`src/logic/crs_consts.vh`:
```
`ifndef CRS_CONSTS_VH
`define CRS_CONSTS_VH

`define CRS_ADDR_CTRL       4'h0
`define CRS_ADDR_STATUS     4'h4

`define CRS_CTRL_OVR_BIT    0
`define CRS_CTRL_ORE_BIT    1
`define CRS_CTRL_FM_LSB     2
`define CRS_CTRL_SM_LSB     4
`define CRS_CTRL_RESET      6'h00

`define CRS_MODE_OFF        2'h0
`define CRS_MODE_REF        2'h1
`define CRS_MODE_DIV2       2'h2
`define CRS_MODE_DIV4       2'h3

`define CRS_STAT_STRAP_LSB  0
`define CRS_STAT_FM_LSB     2
`define CRS_STAT_SM_LSB     4
`define CRS_STAT_FOR_BIT    6
`define CRS_STAT_SOR_BIT    7
`define CRS_STAT_PD_BIT     8

`define CRS_STRAP_RESET     2'h0
`define CRS_PD_RESET        1'h1
`define CRS_MODE_RESET      4'h0
`define CRS_OVR_RESET       2'h0
`define CRS_SEL_RESET       1'h0
`define CRS_EN_RESET        2'h0
`define CRS_DIV_RESET       2'h0
`define CRS_RDATA_RESET     32'h0

`endif

```
`src/logic/crs_refclk_select.v`:
```
// The placing of the registers and the strobed register port were chosen for this implementation.
`timescale 1ns/1ns
`include "crs_consts.vh"

module crs_refclk_select #(
    parameter QUAD_VARIANT = 1                // 1: four-channel part, over-range usable
) (
    input  wire        clk_sys,               // Reference clock, 100 MHz
    input  wire        reset,                 // Synchronous, active high
    input  wire [1:0]  clock_strap_pins,      // Configuration straps, asynchronous
    input  wire        power_down_pin,        // Power-down pin, asynchronous
    input  wire [1:0]  overrange_flag,        // Over-range per output, same clock
    input  wire [3:0]  reg_addr,              // Register byte address
    input  wire [31:0] reg_wdata,             // Register write data
    input  wire        reg_write,             // Write strobe
    input  wire        reg_read,              // Read strobe
    output reg  [31:0] reg_rdata,             // Read data, cycle after strobe
    output wire        refclk_out_first,      // First CMOS reference output
    output wire        refclk_out_second,     // Second CMOS reference output
    output reg  [1:0]  refclk_out_en          // Output drivers enabled, per output
);

    reg  [1:0]  strap_meta;
    reg  [1:0]  strap_sync;
    reg         pd_meta;
    reg         pd_sync;
    reg         pd_applied;
    reg  [5:0]  ctrl;
    reg  [1:0]  div_cnt;
    reg  [3:0]  mode_q;
    reg  [1:0]  ovr_q;
    reg  [1:0]  strap_first;
    reg  [1:0]  strap_second;
    reg  [1:0]  req_first;
    reg  [1:0]  req_second;
    reg  [3:0]  next_mode;
    reg  [1:0]  next_ovr;
    reg  [31:0] ctrl_word;
    reg  [31:0] status_word;
    reg  [31:0] next_rdata;
    wire        strap_override_enable;
    wire        overrange_output_enable;
    wire [1:0]  first_out_mode_field;
    wire [1:0]  second_out_mode_field;
    wire [1:0]  gated_out;

    assign strap_override_enable   = ctrl[`CRS_CTRL_OVR_BIT];
    assign overrange_output_enable = ctrl[`CRS_CTRL_ORE_BIT];
    assign first_out_mode_field    = ctrl[`CRS_CTRL_FM_LSB+1:`CRS_CTRL_FM_LSB];
    assign second_out_mode_field   = ctrl[`CRS_CTRL_SM_LSB+1:`CRS_CTRL_SM_LSB];

    // Straps are board pins: two flops before any decode
    always @(posedge clk_sys) begin
        if (reset) begin
            strap_meta <= `CRS_STRAP_RESET;
            strap_sync <= `CRS_STRAP_RESET;
        end else begin
            strap_meta <= clock_strap_pins;
            strap_sync <= strap_meta;
        end
    end

    // Resets high so the outputs stay quiet until the pin is seen low
    always @(posedge clk_sys) begin
        if (reset) begin
            pd_meta <= `CRS_PD_RESET;
            pd_sync <= `CRS_PD_RESET;
        end else begin
            pd_meta <= power_down_pin;
            pd_sync <= pd_meta;
        end
    end

    // Override defaults clear, so straps rule from power-up
    always @(posedge clk_sys) begin
        if (reset) begin
            ctrl <= `CRS_CTRL_RESET;
        end else if (reg_write && reg_addr == `CRS_ADDR_CTRL) begin
            ctrl <= reg_wdata[5:0];
        end
    end

    // Straps can only switch the second output; its divider is register-only
    always @* begin
        case (strap_sync)
            `CRS_MODE_OFF: begin
                strap_first  = `CRS_MODE_OFF;
                strap_second = `CRS_MODE_OFF;
            end
            `CRS_MODE_REF: begin
                strap_first  = `CRS_MODE_REF;
                strap_second = `CRS_MODE_REF;
            end
            `CRS_MODE_DIV2: begin
                strap_first  = `CRS_MODE_DIV2;
                strap_second = `CRS_MODE_REF;
            end
            `CRS_MODE_DIV4: begin
                strap_first  = `CRS_MODE_DIV4;
                strap_second = `CRS_MODE_REF;
            end
            default: begin
                strap_first  = `CRS_MODE_OFF;
                strap_second = `CRS_MODE_OFF;
            end
        endcase
    end

    always @* begin
        if (strap_override_enable) begin
            req_first  = first_out_mode_field;
            req_second = second_out_mode_field;
        end else begin
            req_first  = strap_first;
            req_second = strap_second;
        end
    end

    // Effective mode per output; power-down overrides everything
    always @* begin
        next_mode[1:0] = req_first;
        next_mode[3:2] = req_second;
        next_ovr       = 2'h0;
        if (req_first == `CRS_MODE_OFF) begin
            next_mode[3:2] = `CRS_MODE_OFF;
        end
        if (QUAD_VARIANT != 0 && overrange_output_enable) begin
            next_ovr[0] = (next_mode[1:0] == `CRS_MODE_OFF);
            next_ovr[1] = (next_mode[3:2] == `CRS_MODE_OFF);
        end
        if (pd_sync) begin
            next_mode = 4'h0;
            next_ovr  = 2'h0;
        end
    end

    // Mode, over-range and power-down fields share one stage; the strap field is strap_sync, one stage earlier
    always @* begin
        ctrl_word      = `CRS_RDATA_RESET;
        ctrl_word[5:0] = ctrl;
        status_word    = `CRS_RDATA_RESET;
        status_word[`CRS_STAT_STRAP_LSB+1:`CRS_STAT_STRAP_LSB] = strap_sync;
        status_word[`CRS_STAT_FM_LSB+1:`CRS_STAT_FM_LSB]       = mode_q[1:0];
        status_word[`CRS_STAT_SM_LSB+1:`CRS_STAT_SM_LSB]       = mode_q[3:2];
        status_word[`CRS_STAT_FOR_BIT] = ovr_q[0];
        status_word[`CRS_STAT_SOR_BIT] = ovr_q[1];
        status_word[`CRS_STAT_PD_BIT]  = pd_applied;
    end

    always @* begin
        next_rdata = `CRS_RDATA_RESET;
        if (reg_read) begin
            case (reg_addr)
                `CRS_ADDR_CTRL:   next_rdata = ctrl_word;
                `CRS_ADDR_STATUS: next_rdata = status_word;
                default:          next_rdata = `CRS_RDATA_RESET;
            endcase
        end
    end

    // Read data stands one cycle, zero otherwise
    always @(posedge clk_sys) begin
        if (reset) begin
            reg_rdata <= `CRS_RDATA_RESET;
        end else begin
            reg_rdata <= next_rdata;
        end
    end

    // Power-down copy kept in step with the mode it forced
    always @(posedge clk_sys) begin
        if (reset) begin
            mode_q        <= `CRS_MODE_RESET;
            ovr_q         <= `CRS_OVR_RESET;
            pd_applied    <= `CRS_PD_RESET;
            refclk_out_en <= `CRS_EN_RESET;
        end else begin
            mode_q        <= next_mode;
            ovr_q         <= next_ovr;
            pd_applied    <= pd_sync;
            refclk_out_en <= {next_mode[3:2] != `CRS_MODE_OFF || next_ovr[1],
                              next_mode[1:0] != `CRS_MODE_OFF || next_ovr[0]};
        end
    end

    // Free-running divider; phase is not aligned to a mode change
    always @(posedge clk_sys) begin
        if (reset) begin
            div_cnt <= `CRS_DIV_RESET;
        end else begin
            div_cnt <= div_cnt + 2'h1;
        end
    end

    genvar i;
    generate
        for (i = 0; i < 2; i = i + 1) begin : g_out
            reg sel_ref;
            reg sel_div2;
            reg sel_div4;
            reg sel_ovr;

            // One-hot selects keep wide compares out of the clock path
            always @(posedge clk_sys) begin
                if (reset) begin
                    sel_ref  <= `CRS_SEL_RESET;
                    sel_div2 <= `CRS_SEL_RESET;
                    sel_div4 <= `CRS_SEL_RESET;
                    sel_ovr  <= `CRS_SEL_RESET;
                end else begin
                    sel_ref  <= (next_mode[2*i+1:2*i] == `CRS_MODE_REF);
                    sel_div2 <= (next_mode[2*i+1:2*i] == `CRS_MODE_DIV2);
                    sel_div4 <= (next_mode[2*i+1:2*i] == `CRS_MODE_DIV4);
                    sel_ovr  <= next_ovr[i];
                end
            end

            // Undivided path gates the clock itself; a mode change may clip one pulse
            assign gated_out[i] = (sel_ref  && clk_sys)    ||
                                  (sel_div2 && div_cnt[0]) ||
                                  (sel_div4 && div_cnt[1]) ||
                                  (sel_ovr  && overrange_flag[i]);
        end
    endgenerate

    assign refclk_out_first  = gated_out[0];
    assign refclk_out_second = gated_out[1];

endmodule
```
`config.mk`:
```
export PLATFORM = sky130hd
export DESIGN_NAME = crs_refclk_select
export DESIGN_NICKNAME = d
export VERILOG_FILES = /design/src/logic/crs_refclk_select.v
export VERILOG_INCLUDE_DIRS = /design/src /design/src/logic
export SDC_FILE = /design/constraint.sdc
export NUM_CORES = 1
export LEC_CHECK = 0
export ABC_AREA = 1
export ABC_CLOCK_PERIOD_IN_PS = 1280
export BUFFER_PORTS_ARGS = -buffer_cell sky130_fd_sc_hd__buf_2
export CORE_UTILIZATION = 44
export DETAILED_ROUTE_END_ITERATION = 12
export GPL_ROUTABILITY_DRIVEN = 0
export GPL_TIMING_DRIVEN = 0
export PLACE_DENSITY = 0.87
export SYNTH_ARGS = -nofsm -noshare
export SYNTH_HDL_FRONTEND = slang
export SYNTH_SLANG_ARGS = --single-unit
```
`constraint.sdc`:
```
create_clock -name clk_sys -period 1.28 [get_ports clk_sys]
set_input_delay 0.064 -clock clk_sys [delete_from_list [all_inputs] [get_ports clk_sys]]
set_output_delay 0.064 -clock clk_sys [all_outputs]
set_load 0.02 [all_outputs]
```
==> flow_metrics.py, run 1 <==
metrics = {
    "logic_synthesis": {
        "synth.distinct_cells": 20,
        "yosys_warnings": 0,
        "synth_area_per_cell_um2": 8.24,
        "synthArstFlopShare_pct": 0,
        "synth-edff-count": 0,
        "synth_cells": 182,
        "ys_ff_latch": 38,
        "synthFlopType": "dfxtp_1",
        "synthesis.area_um2": 1500,
        "ys_seq_area_share_pct": 50.7,
    },
    "worst_hold_path": {
        "hp-class": "in -> reg",
    },
    "critical_path": {
        "arrival_ns": 1.63,
        "path_class": "reg -> reg",
        "cp-end-kind": "flip-flop",
        "cp.required_ns": 1.63,
        "start_kind": "flip-flop",
        "critPathMaxFanout": 3,
    },
    "timing": {
        "timing.final.crit_share_pct": 99.5,
        "drv_slew": 0,
        "fmax_ghz": 0.785,
        "whs_ns": -0.0399,
        "fin_ws_ns": 0.00631,
        "finalSetupViolCount": 0,
        "rsz0062_at_grt": "true",
        "period_needed_ns": 1.27,
        "fin_skew_ns": 0.00556,
        "finalHoldViolations": 1,
    },
    "detailed_routing": {
        "ant_nets": 0,
        "wl_per_cell_um": 12.1,
        "drc": 0,
        "first_pass_iters": 4,
        "drt-initial-drc-count": 97,
        "vias": 1414,
        "totalWireLength_um": 3760,
        "vias_per_cell": 4.53,
    },
    "cells_and_area": {
        "nNetsFinal": 312,
        "final_core_util_pct": 67.6,
        "fin_cells": 312,
        "drive_above_1_share_pct": 34.7,
        "n_antenna_cell": 0,
        "synthToLayoutAreaGrowth_pct": 42.1,
        "fin_area_um2": 2130,
    },
    "power_and_ir_drop": {
        "power.density_nw_per_um2": 1090,
        "ir_drop_mv": 0.587,
        "power_uw": 2330,
        "p_leak_uw": 0.00108,
    },
    "status": {
        "outcome": "finished, violations left",
        "violations": "negative hold slack",
    },
    "cts": {
        "cts.clk_slew.worst_paths_ns": 0.11,
        "cts_tree": "built",
        "clk_latency_ns": 0.46,
    },
    "grt": {
        "grt_use_total_pct": 23.0,
        "antenna_found_initial": 0,
        "grt_pass1_wl_um": 5750,
        "grt_start_max_net_pins": 13,
        "grt_overflow_total": 0,
        "grt_pass1_vias": 1334,
    },
    "floorplanning": {
        "dieHeight_um": 60.4,
        "rows": 20,
        "dieWidth_um": 60.4,
        "io_pins": 81,
        "initial_core_util_pct": 47.6,
        "fp.dieArea_um2": 3650,
        "core-area_um2": 3150,
    },
    "placement": {
        "portBuffers": 31,
        "dp_hpwl_um": 1970,
        "dp_slack_ns": 0.117,
        "placed_cells": 279,
        "dpl_cell_area_um2": 1790,
    },
    "run": {
        "drv_cap": 0,
    },
}
## cell families (layout without fill, tap and decap cells)
| group | after synthesis | count (layout) | synth area share (%) |
|---|---|---|---|
| simple gates | 89 | 89 | 28.4 |
| buf+inv | 41 | 105 | 16.0 |
| flops | 38 | 38 | 50.7 |
| compound gates | 12 | 12 | 4.00 |
| other cells | 1 | 23 | 0.250 |
| xor+xnor | 1 | 1 | 0.584 |
## worst paths after layout
check,from,to,slack [ns],depth (start not counted)
hold reg to reg,strap_meta[0],strap_sync[0],0.41,2
setup / recovery,ctrl[1],ctrl[1],0.006,5
hold / removal,reg_addr[0],ctrl[5],-0.04,4
setup reg to reg,ctrl[1],ctrl[1],0.006,5
## synth_stat cells (2+ instances only)
library cell / count / share of area, %
nand4_1: 4 / 1.7
buf_4: 23 / 12
nor2_4: 3 / 2.3
o21ai_0: 2 / 0.67
nand3_1: 9 / 3.0
inv_1: 17 / 4.3
a21oi_1: 10 / 3.3
nand2_2: 2 / 0.83
dfxtp_1: 38 / 51
nor3_1: 2 / 0.67
nor2_1: 22 / 5.5
nand2_1: 40 / 10
or2_2: 3 / 1.3
## state kept, by name, summed over array words and instances (netlist names)
signal	flops
strap_meta	2
pd_meta	1
ovr_q	2
strap_sync	2
refclk_out_en	2
g_out.sel_div2	2
div_cnt	2
mode_q	4
pd_sync	1
g_out.sel_ref	2
pd_applied	1
ctrl	6
reg_rdata	9
g_out.sel_div4	2
## stage by stage
step	setup TNS, ns	hold slack [ns]
5_1_grt	-0.102	0.0669
4_1_cts	0	0.0184
3_5_place_dp	0	0.250
6_report	0	-0.0399
2_1_floorplan	0	0.141
3_3_place_gp	0	0.247
## area by class of cell
class,instances,area [um^2]
Buffer,24,176
Clock buffer,11,90.1
Clock inverter,2,12.5
Fill cell,258,1020
Inverter,17,63.8
Multi-Input combinational cell,125,599
Sequential cell,38,774
Tap cell,44,55.1
Timing Repair Buffer,51,360
## metal layers
layer / GRT usage, % / share of wire [%] / vias up / routed length, um
li1: - / - / 689 / -
met1: 22.6 / 36 / 624 / 1340
met2: 40.8 / 54 / 84 / 2030
met3: 7.68 / 7.5 / 17 / 282
met4: 15.6 / 2.9 / 0 / 110
met5: 0 / 0 / - / 0
## worst max-delay path, stage by stage, from the launching register on
cell and delay (ns):
dfxtp_2 0.34, inv_2 0.07, nand2_1 0.08, nand2_1 0.08, nor2_1 0.05, dlygate4sd3_1 0.55
## power breakdown
| group | switching [uW] | total, uW | internal, uW |
|---|---|---|---|
| sequential | 15.5 | 1220 | 1200 |
| combinational | 161 | 289 | 128 |
| clock | 450 | 823 | 373 |
| total | 627 | 2330 | 1700 |
## cells in the final DEF (no fill, tap or decap), drive strengths merged
master	n
conb	23
dlygate4sd3	20
nand4	4
nor3	3
nand3	11
inv	17
or2	3
nor2	25
nand2	43
o21ai	2
clkinv	1
xnor2	1
clkinvlp	1
buf	56
dfxtp	38
a21oi	10
clkbuf	10
## what timing repair did
action | in CTS | in global routing
hold endpoints to repair | 23 | 0
pin swaps | 0 | 2
hold buffers | 22 | 0
setup endpoints to repair | 2 | 16
gates resized for setup | 1 | 17
buffers inserted | 0 | 2
Note: power is estimated with default switching activity, not from simulation.
==> run 2: changes to the inputs <==
Settings changed: BUFFER_PORTS_ARGS -buffer_cell sky130_fd_sc_hd__buf_2 to -buffer_cell sky130_fd_sc_hd__buf_4.
==> flow_metrics.py, run 2 (synthesis gave the netlist of run 1 again) <==
metrics = {
    "power_and_ir_drop": {
        "ir_drop_mv": 0.494,
        "switching_power_uw": 586,
        "internal_power_uw": 1660,
        "power.density_nw_per_um2": 1040,
        "seq_power_share_pct": 54.3,
        "clockPowerShare_pct": 32.1,
        "p_comb_share_pct": 13.5,
        "p_leak_uw": 0.00110,
        "swShare_pct": 26.1,
    },
    "timing": {
        "setup_tns_ns": 0,
        "drv_slew": 0,
        "fin_skew_ns": 0.00606,
        "fmax_ghz": 0.813,
        "whs_ns": -0.0212,
        "period_needed_ns": 1.23,
        "timing.final.crit_share_pct": 96.1,
        "finalHoldViolations": 2,
        "rsz0062_at_grt": "true",
        "finalSetupViolCount": 0,
    },
    "floorplanning": {
        "core-area_um2": 3150,
        "rows": 20,
        "io_pins": 81,
        "dieHeight_um": 60.4,
        "fp.dieArea_um2": 3650,
        "initial_core_util_pct": 47.6,
        "dieWidth_um": 60.4,
    },
    "worst_hold_path": {
        "hp-class": "in -> reg",
    },
    "critical_path": {
        "cp.required_ns": 1.68,
        "arrival_ns": 1.63,
        "cp-end-kind": "flip-flop",
        "path_class": "in -> reg",
        "start_kind": "input port",
        "critPathMaxFanout": 3,
    },
    "cts": {
        "clk_latency_ns": 0.45,
        "cts.clk_slew.worst_paths_ns": 0.10,
        "cts_tree": "built",
        "hold_buffers": 18,
    },
    "cells_and_area": {
        "synthToLayoutAreaGrowth_pct": 43.7,
        "nNetsFinal": 309,
        "drive_above_1_share_pct": 32.6,
        "largest_register": "reg_rdata",
        "multi_input_area_um2": 594,
        "final_cell_mix": "buf_4 (54), nand2_1 (37), dfxtp_1 (34), conb_1 (23), nor2_1 (22)",
        "reg_top3": "reg_rdata (9), ctrl (6), mode_q (4)",
        "largest_register_ffs": 9,
        "n_antenna_cell": 0,
        "fillers": 247,
        "fin_area_um2": 2160,
        "regArea_um2": 766,
        "final_common_cell": "buf_4",
    },
    "grt": {
        "grt_pass1_wl_um": 5270,
        "grt_pass1_vias": 1275,
        "grt_overflow_total": 0,
        "grt_start_max_net_pins": 12,
        "grt_use_total_pct": 20.9,
        "antenna_found_initial": 0,
    },
    "status": {
        "violations": "negative hold slack",
        "outcome": "finished, violations left",
    },
    "placement": {
        "portBuffers": 31,
        "dp_hpwl_um": 2140,
        "dpl_cell_area_um2": 1870,
    },
    "detailed_routing": {
        "first_pass_iters": 4,
        "drt-initial-drc-count": 72,
        "totalWireLength_um": 3340,
        "wl_per_cell_um": 10.9,
        "vias_per_cell": 4.46,
        "ant_nets": 0,
        "vias": 1375,
        "drc": 0,
    },
    "run": {
        "drv_cap": 0,
    },
}
-- run 2: path summary, 6_finish.rpt --
path	start	end	slack, ns	cells after the start
worst max-delay path	reset	reg_rdata[6]	0.05	6
worst max register to register	ovr_q[0]	reg_rdata[6]	0.07	3
worst min register to register	strap_meta[0]	strap_sync[0]	0.41	2
worst min-delay path	reg_addr[0]	reg_rdata[7]	-0.02	6
-- run 2: metrics by stage --
| step | power [uW] | util (%) | std cells | hold WS, ns | setup slack (ns) |
|---|---|---|---|---|---|
| after global placement | 1490 | 59.3 | 279 | 0.249 | 0.120 |
| after CTS | 2270 | 67.5 | 308 | -0.00267 | 0.00615 |
| after global routing | 2350 | 68.4 | 308 | -0.00261 | -0.00722 |
| after floorplan | 1420 | - | 204 | 0.141 | 0.232 |
| final | 2240 | 68.4 | 308 | -0.0212 | 0.0505 |
| after detailed placement | 1500 | 59.3 | 279 | 0.251 | 0.103 |
-- run 2: routing by layer --
metal  global-route usage (%)  wire (um)  part of all wire, %  vias to the layer above
met5                        0          0                    0                        -
met4                     15.0         66                  2.0                        0
met3                     8.10        200                  6.0                        9
met2                     36.4       1840                   55                       55
met1                     20.1       1240                   37                      625
li1                         -          -                    -                      686
-- run 2: repair_timing --
item,4_1_cts,5_1_grt
setup buffers,0,2
endpoints found under the setup margin,0,17
resized for setup,0,12
endpoints found under the hold margin,24,1
-- run 2: cell type report --
type                            instances  share of cell area, %
Sequential cell                        38                   35.5
Multi-Input combinational cell        125                   27.6
Timing Repair Buffer                   48                   19.1
Buffer                                 24                   8.18
Clock buffer                           10                   3.66
Inverter                               17                   2.96
Tap cell                               44                   2.55
Clock inverter                          2                  0.464
-- run 2: critical path: stages --
cell and delay (ns):
dlygate4sd3_1 0.53, buf_4 0.14, inv_1 0.10, nand3_1 0.08, nor3_1 0.16, dlygate4sd3_1 0.56
-- run 2: power by group through the flow --
stage / Sequential, uW / Clock, uW / Combinational, uW
2_1_floorplan: 1240 / 2.98 / 178
3_3_place_gp: 1240 / 4.05 / 241
3_5_place_dp: 1240 / 4.05 / 247
4_1_cts: 1220 / 764 / 285
5_1_grt: 1220 / 805 / 327
6_report: 1220 / 721 / 303
==> run 3: changes to the inputs <==
Settings changed: GPL_TIMING_DRIVEN 0 to default.
==> flow_metrics.py, run 3 <==
metrics = {
    "timing": {
        "grt_worst_setup_endpoint": "refclk_out_second",
        "worstEndpointType": "primary output",
    },
    "logic_synthesis": {
        "ys_top_cells_by_area": "dfxtp_1 (51%), buf_4 (12%), nand2_1 (10%)",
        "yosysMostFrequentCell": "nand2_1",
        "synth_top_area_share_pct": 50.7,
        "synth.distinct_cells": 20,
        "synth_area_per_cell_um2": 8.24,
        "synth-edff-count": 0,
        "ys_seq_area_share_pct": 50.7,
        "synth_cells": 182,
        "ys_ff_latch": 38,
        "synthArstFlopShare_pct": 0,
        "yosys_warnings": 0,
        "synthFlopType": "dfxtp_1",
        "synth_area_leader_cell": "dfxtp_1",
        "synth_common_cells": "nand2_1 (40), dfxtp_1 (38), buf_4 (23)",
        "synthesis.area_um2": 1500,
    },
    "floorplanning": {
        "io_pins": 81,
        "dieWidth_um": 60.4,
        "rows": 20,
        "dieHeight_um": 60.4,
        "initial_core_util_pct": 47.6,
    },
    "cts": {
        "cts-resized-gates": 0,
    },
    "placement": {
        "dp_hpwl_um": 1860,
        "portBuffers": 31,
        "dp_slack_ns": 0.102,
    },
    "status": {
        "haltStage": "5_1_grt",
        "outcome": "did not finish",
        "error": "[ERROR GRT-0232] Routing congestion too high. Check the congestion heatmap in the GUI.",
    },
    "grt": {
        "grt_overflow_total": 65529,
        "grt_use_total_pct": 2960,
        "grt_start_max_net_pins": 12,
    },
}
## run 3: per-stage QoR
stage | hold WS (ns) | cells | utilization, % | area [um^2]
after floorplan | 0.141 | 204 | - | 1580
after global placement | 0.249 | 255 | 53.7 | 1690
after detailed placement | 0.251 | 255 | 53.7 | 1690
after CTS | -0.00860 | 288 | 63.2 | 1990
## run 3: routing by layer
metal / track usage (%) / overflow
met1: 19.8 / 0
met2: 36.1 / 0
met3: 8.53 / 0
met4: 21800 / 65529
met5: 0 / 0
## run 3: what timing repair did
action | 4_1_cts
setup endpoints to repair | 0
hold buffers | 22
hold endpoints to repair | 23
buffers inserted | 0
## run 3: logic make-up after synthesis
group,count (synthesis),share of synthesized area [%]
AOI/OAI and AO/OA,12,4.00
xor gates and xnor gates,1,0.584
buffers and inverters,41,16.0
DFF,38,50.7
other,1,0.250
and+or+nand+nor,89,28.4
==> run 4: changes to the inputs <==
Settings changed: CORE_UTILIZATION 44 to 40, PLACE_DENSITY 0.87 to default, PLACE_DENSITY_LB_ADDON from default to 0.15.
==> flow_metrics.py, run 4 (synthesis gave the netlist of run 1 again) <==
metrics = {
    "status": {
        "outcome": "completed",
    },
    "power_and_ir_drop": {
        "p_leak_uw": 0.000972,
        "swShare_pct": 23.4,
        "p_comb_share_pct": 8.4,
        "switching_power_uw": 657,
        "seq_power_share_pct": 43.4,
        "power.density_nw_per_um2": 1370,
        "internal_power_uw": 2150,
        "clockPowerShare_pct": 48.2,
        "ir_drop_mv": 0.672,
    },
    "timing": {
        "drv_slew": 0,
        "setup_tns_ns": 0,
        "fin_skew_ns": 0.00487,
        "period_needed_ns": 1.25,
        "timing.final.crit_share_pct": 97.6,
        "fmax_ghz": 0.801,
        "whs_ns": 0.0276,
        "finalHoldViolations": 0,
        "finalSetupViolCount": 0,
    },
    "cells_and_area": {
        "largest_register_ffs": 9,
        "final_core_util_pct": 59.2,
        "largest_register": "reg_rdata",
        "synthToLayoutAreaGrowth_pct": 36.8,
        "reg_top3": "reg_rdata (9), ctrl (6), mode_q (4)",
        "final_common_cell": "nand2_1",
        "final_cell_mix": "nand2_1 (40), dfxtp_1 (37), buf_4 (31), conb_1 (23), nor2_1 (22)",
        "drive_above_1_share_pct": 23.7,
        "nNetsFinal": 285,
        "n_antenna_cell": 0,
    },
    "detailed_routing": {
        "vias": 1240,
        "drt-initial-drc-count": 27,
        "drc": 0,
        "first_pass_iters": 4,
        "wl_per_cell_um": 10.3,
        "vias_per_cell": 4.32,
        "totalWireLength_um": 2950,
        "ant_nets": 0,
    },
    "critical_path": {
        "slowest_delay_ns": 0.55,
        "cp.required_ns": 1.57,
        "start_kind": "input port",
        "path_class": "in -> reg",
        "worst-r2r-setup-slack_ns": 0.05,
        "cp-end-kind": "flip-flop",
        "slowest_stage": "dlygate4sd3_1",
        "cp_common_cell": "dlygate4sd3_1",
        "worstRegToRegCells": 3,
        "path_cells": "dlygate4sd3_1, buf_4, or2_2, dlygate4sd3_1",
        "worstReg2RegEnd": "reg_rdata[6]",
        "cpLargestDelayFamily": "buffers and inverters",
        "reg2reg_from": "ovr_q[0]",
        "arrival_ns": 1.54,
        "critPathMaxFanout": 1,
        "cp_num_buf_inv": 3,
    },
    "floorplanning": {
        "dieWidth_um": 63.2,
        "dieHeight_um": 63.2,
        "core-area_um2": 3470,
        "rows": 21,
        "initial_core_util_pct": 43.3,
        "io_pins": 81,
        "fp.dieArea_um2": 4000,
    },
    "cts": {
        "cts_setup_buffers": 0,
        "cts_tree": "built",
        "cts.clk_slew.worst_paths_ns": 0.07,
        "clk_latency_ns": 0.40,
    },
    "grt": {
        "grt_start_max_net_pins": 14,
        "grt_pass1_vias": 1192,
        "antenna_found_initial": 0,
        "grt_use_total_pct": 16.7,
        "grt_overflow_total": 0,
        "grt_pass1_wl_um": 4890,
    },
    "placement": {
        "dp_hpwl_um": 2010,
        "portBuffers": 31,
    },
    "worst_hold_path": {
        "worstHoldPathCells": 4,
        "holdPathEnd": "reg_rdata[3]",
        "min-delay-start": "reg_addr[2]",
        "hp-class": "in -> reg",
    },
    "run": {
        "drv_cap": 0,
    },
}
[run 4: routing by layer]
metal / GRT usage (%) / part of all wire, %
met5: 0 / 0
met4: 11.9 / 2.1
met3: 7.79 / 6.5
met2: 26.9 / 50
met1: 16.9 / 41
[run 4: worst min-delay path, stage by stage]
cell and delay (ns):
buf_4 0.11, nor2_4 0.06, nand3_1 0.08, a21oi_1 0.06
[run 4: metrics by stage]
step                instances  instance area (um^2)  setup WS, ns  power [uW]
global placement          257                  1700         0.117        1440
global route              287                  2050       -0.0103        2930
floorplan                 204                  1580         0.232        1420
detailed placement        257                  1700        0.0988        1440
finish                    287                  2050        0.0312        2800
CTS                       287                  2050        0.0328        2830
[run 4: worst max path at each step]
stage,end,startpoint,cells after the start
after floorplan,refclk_out_en[0],ctrl[0],5
after global placement,refclk_out_en[0],ctrl[0],5
after detailed placement,refclk_out_en[0],ctrl[0],5
after CTS,refclk_out_first,clk_sys,5
after global routing,reg_rdata[6],ovr_q[0],3
final,pd_meta,power_down_pin,4
[run 4: power by group through the flow]
stage	Combinational [uW]	Sequential, uW	Clock, uW
floorplan	178	1240	2.98
global placement	188	1240	4.05
detailed placement	191	1240	4.05
CTS	233	1220	1380
global route	256	1220	1450
finish	235	1220	1350
[run 4: final cells by class]
| class | count | area, um^2 |
|---|---|---|
| Timing Repair Buffer | 47 | 398 |
| Tap cell | 46 | 57.6 |
| Fill cell | 326 | 1420 |
| Inverter | 17 | 63.8 |
| Clock buffer | 11 | 139 |
| Clock inverter | 3 | 45.0 |
| Sequential cell | 38 | 762 |
| Multi-Input combinational cell | 125 | 587 |
[run 4: repair_timing]
item	CTS	global route
setup endpoints to repair	0	6
resized for setup	0	2
endpoints found under the hold margin	23	0
hold buffers	18	0
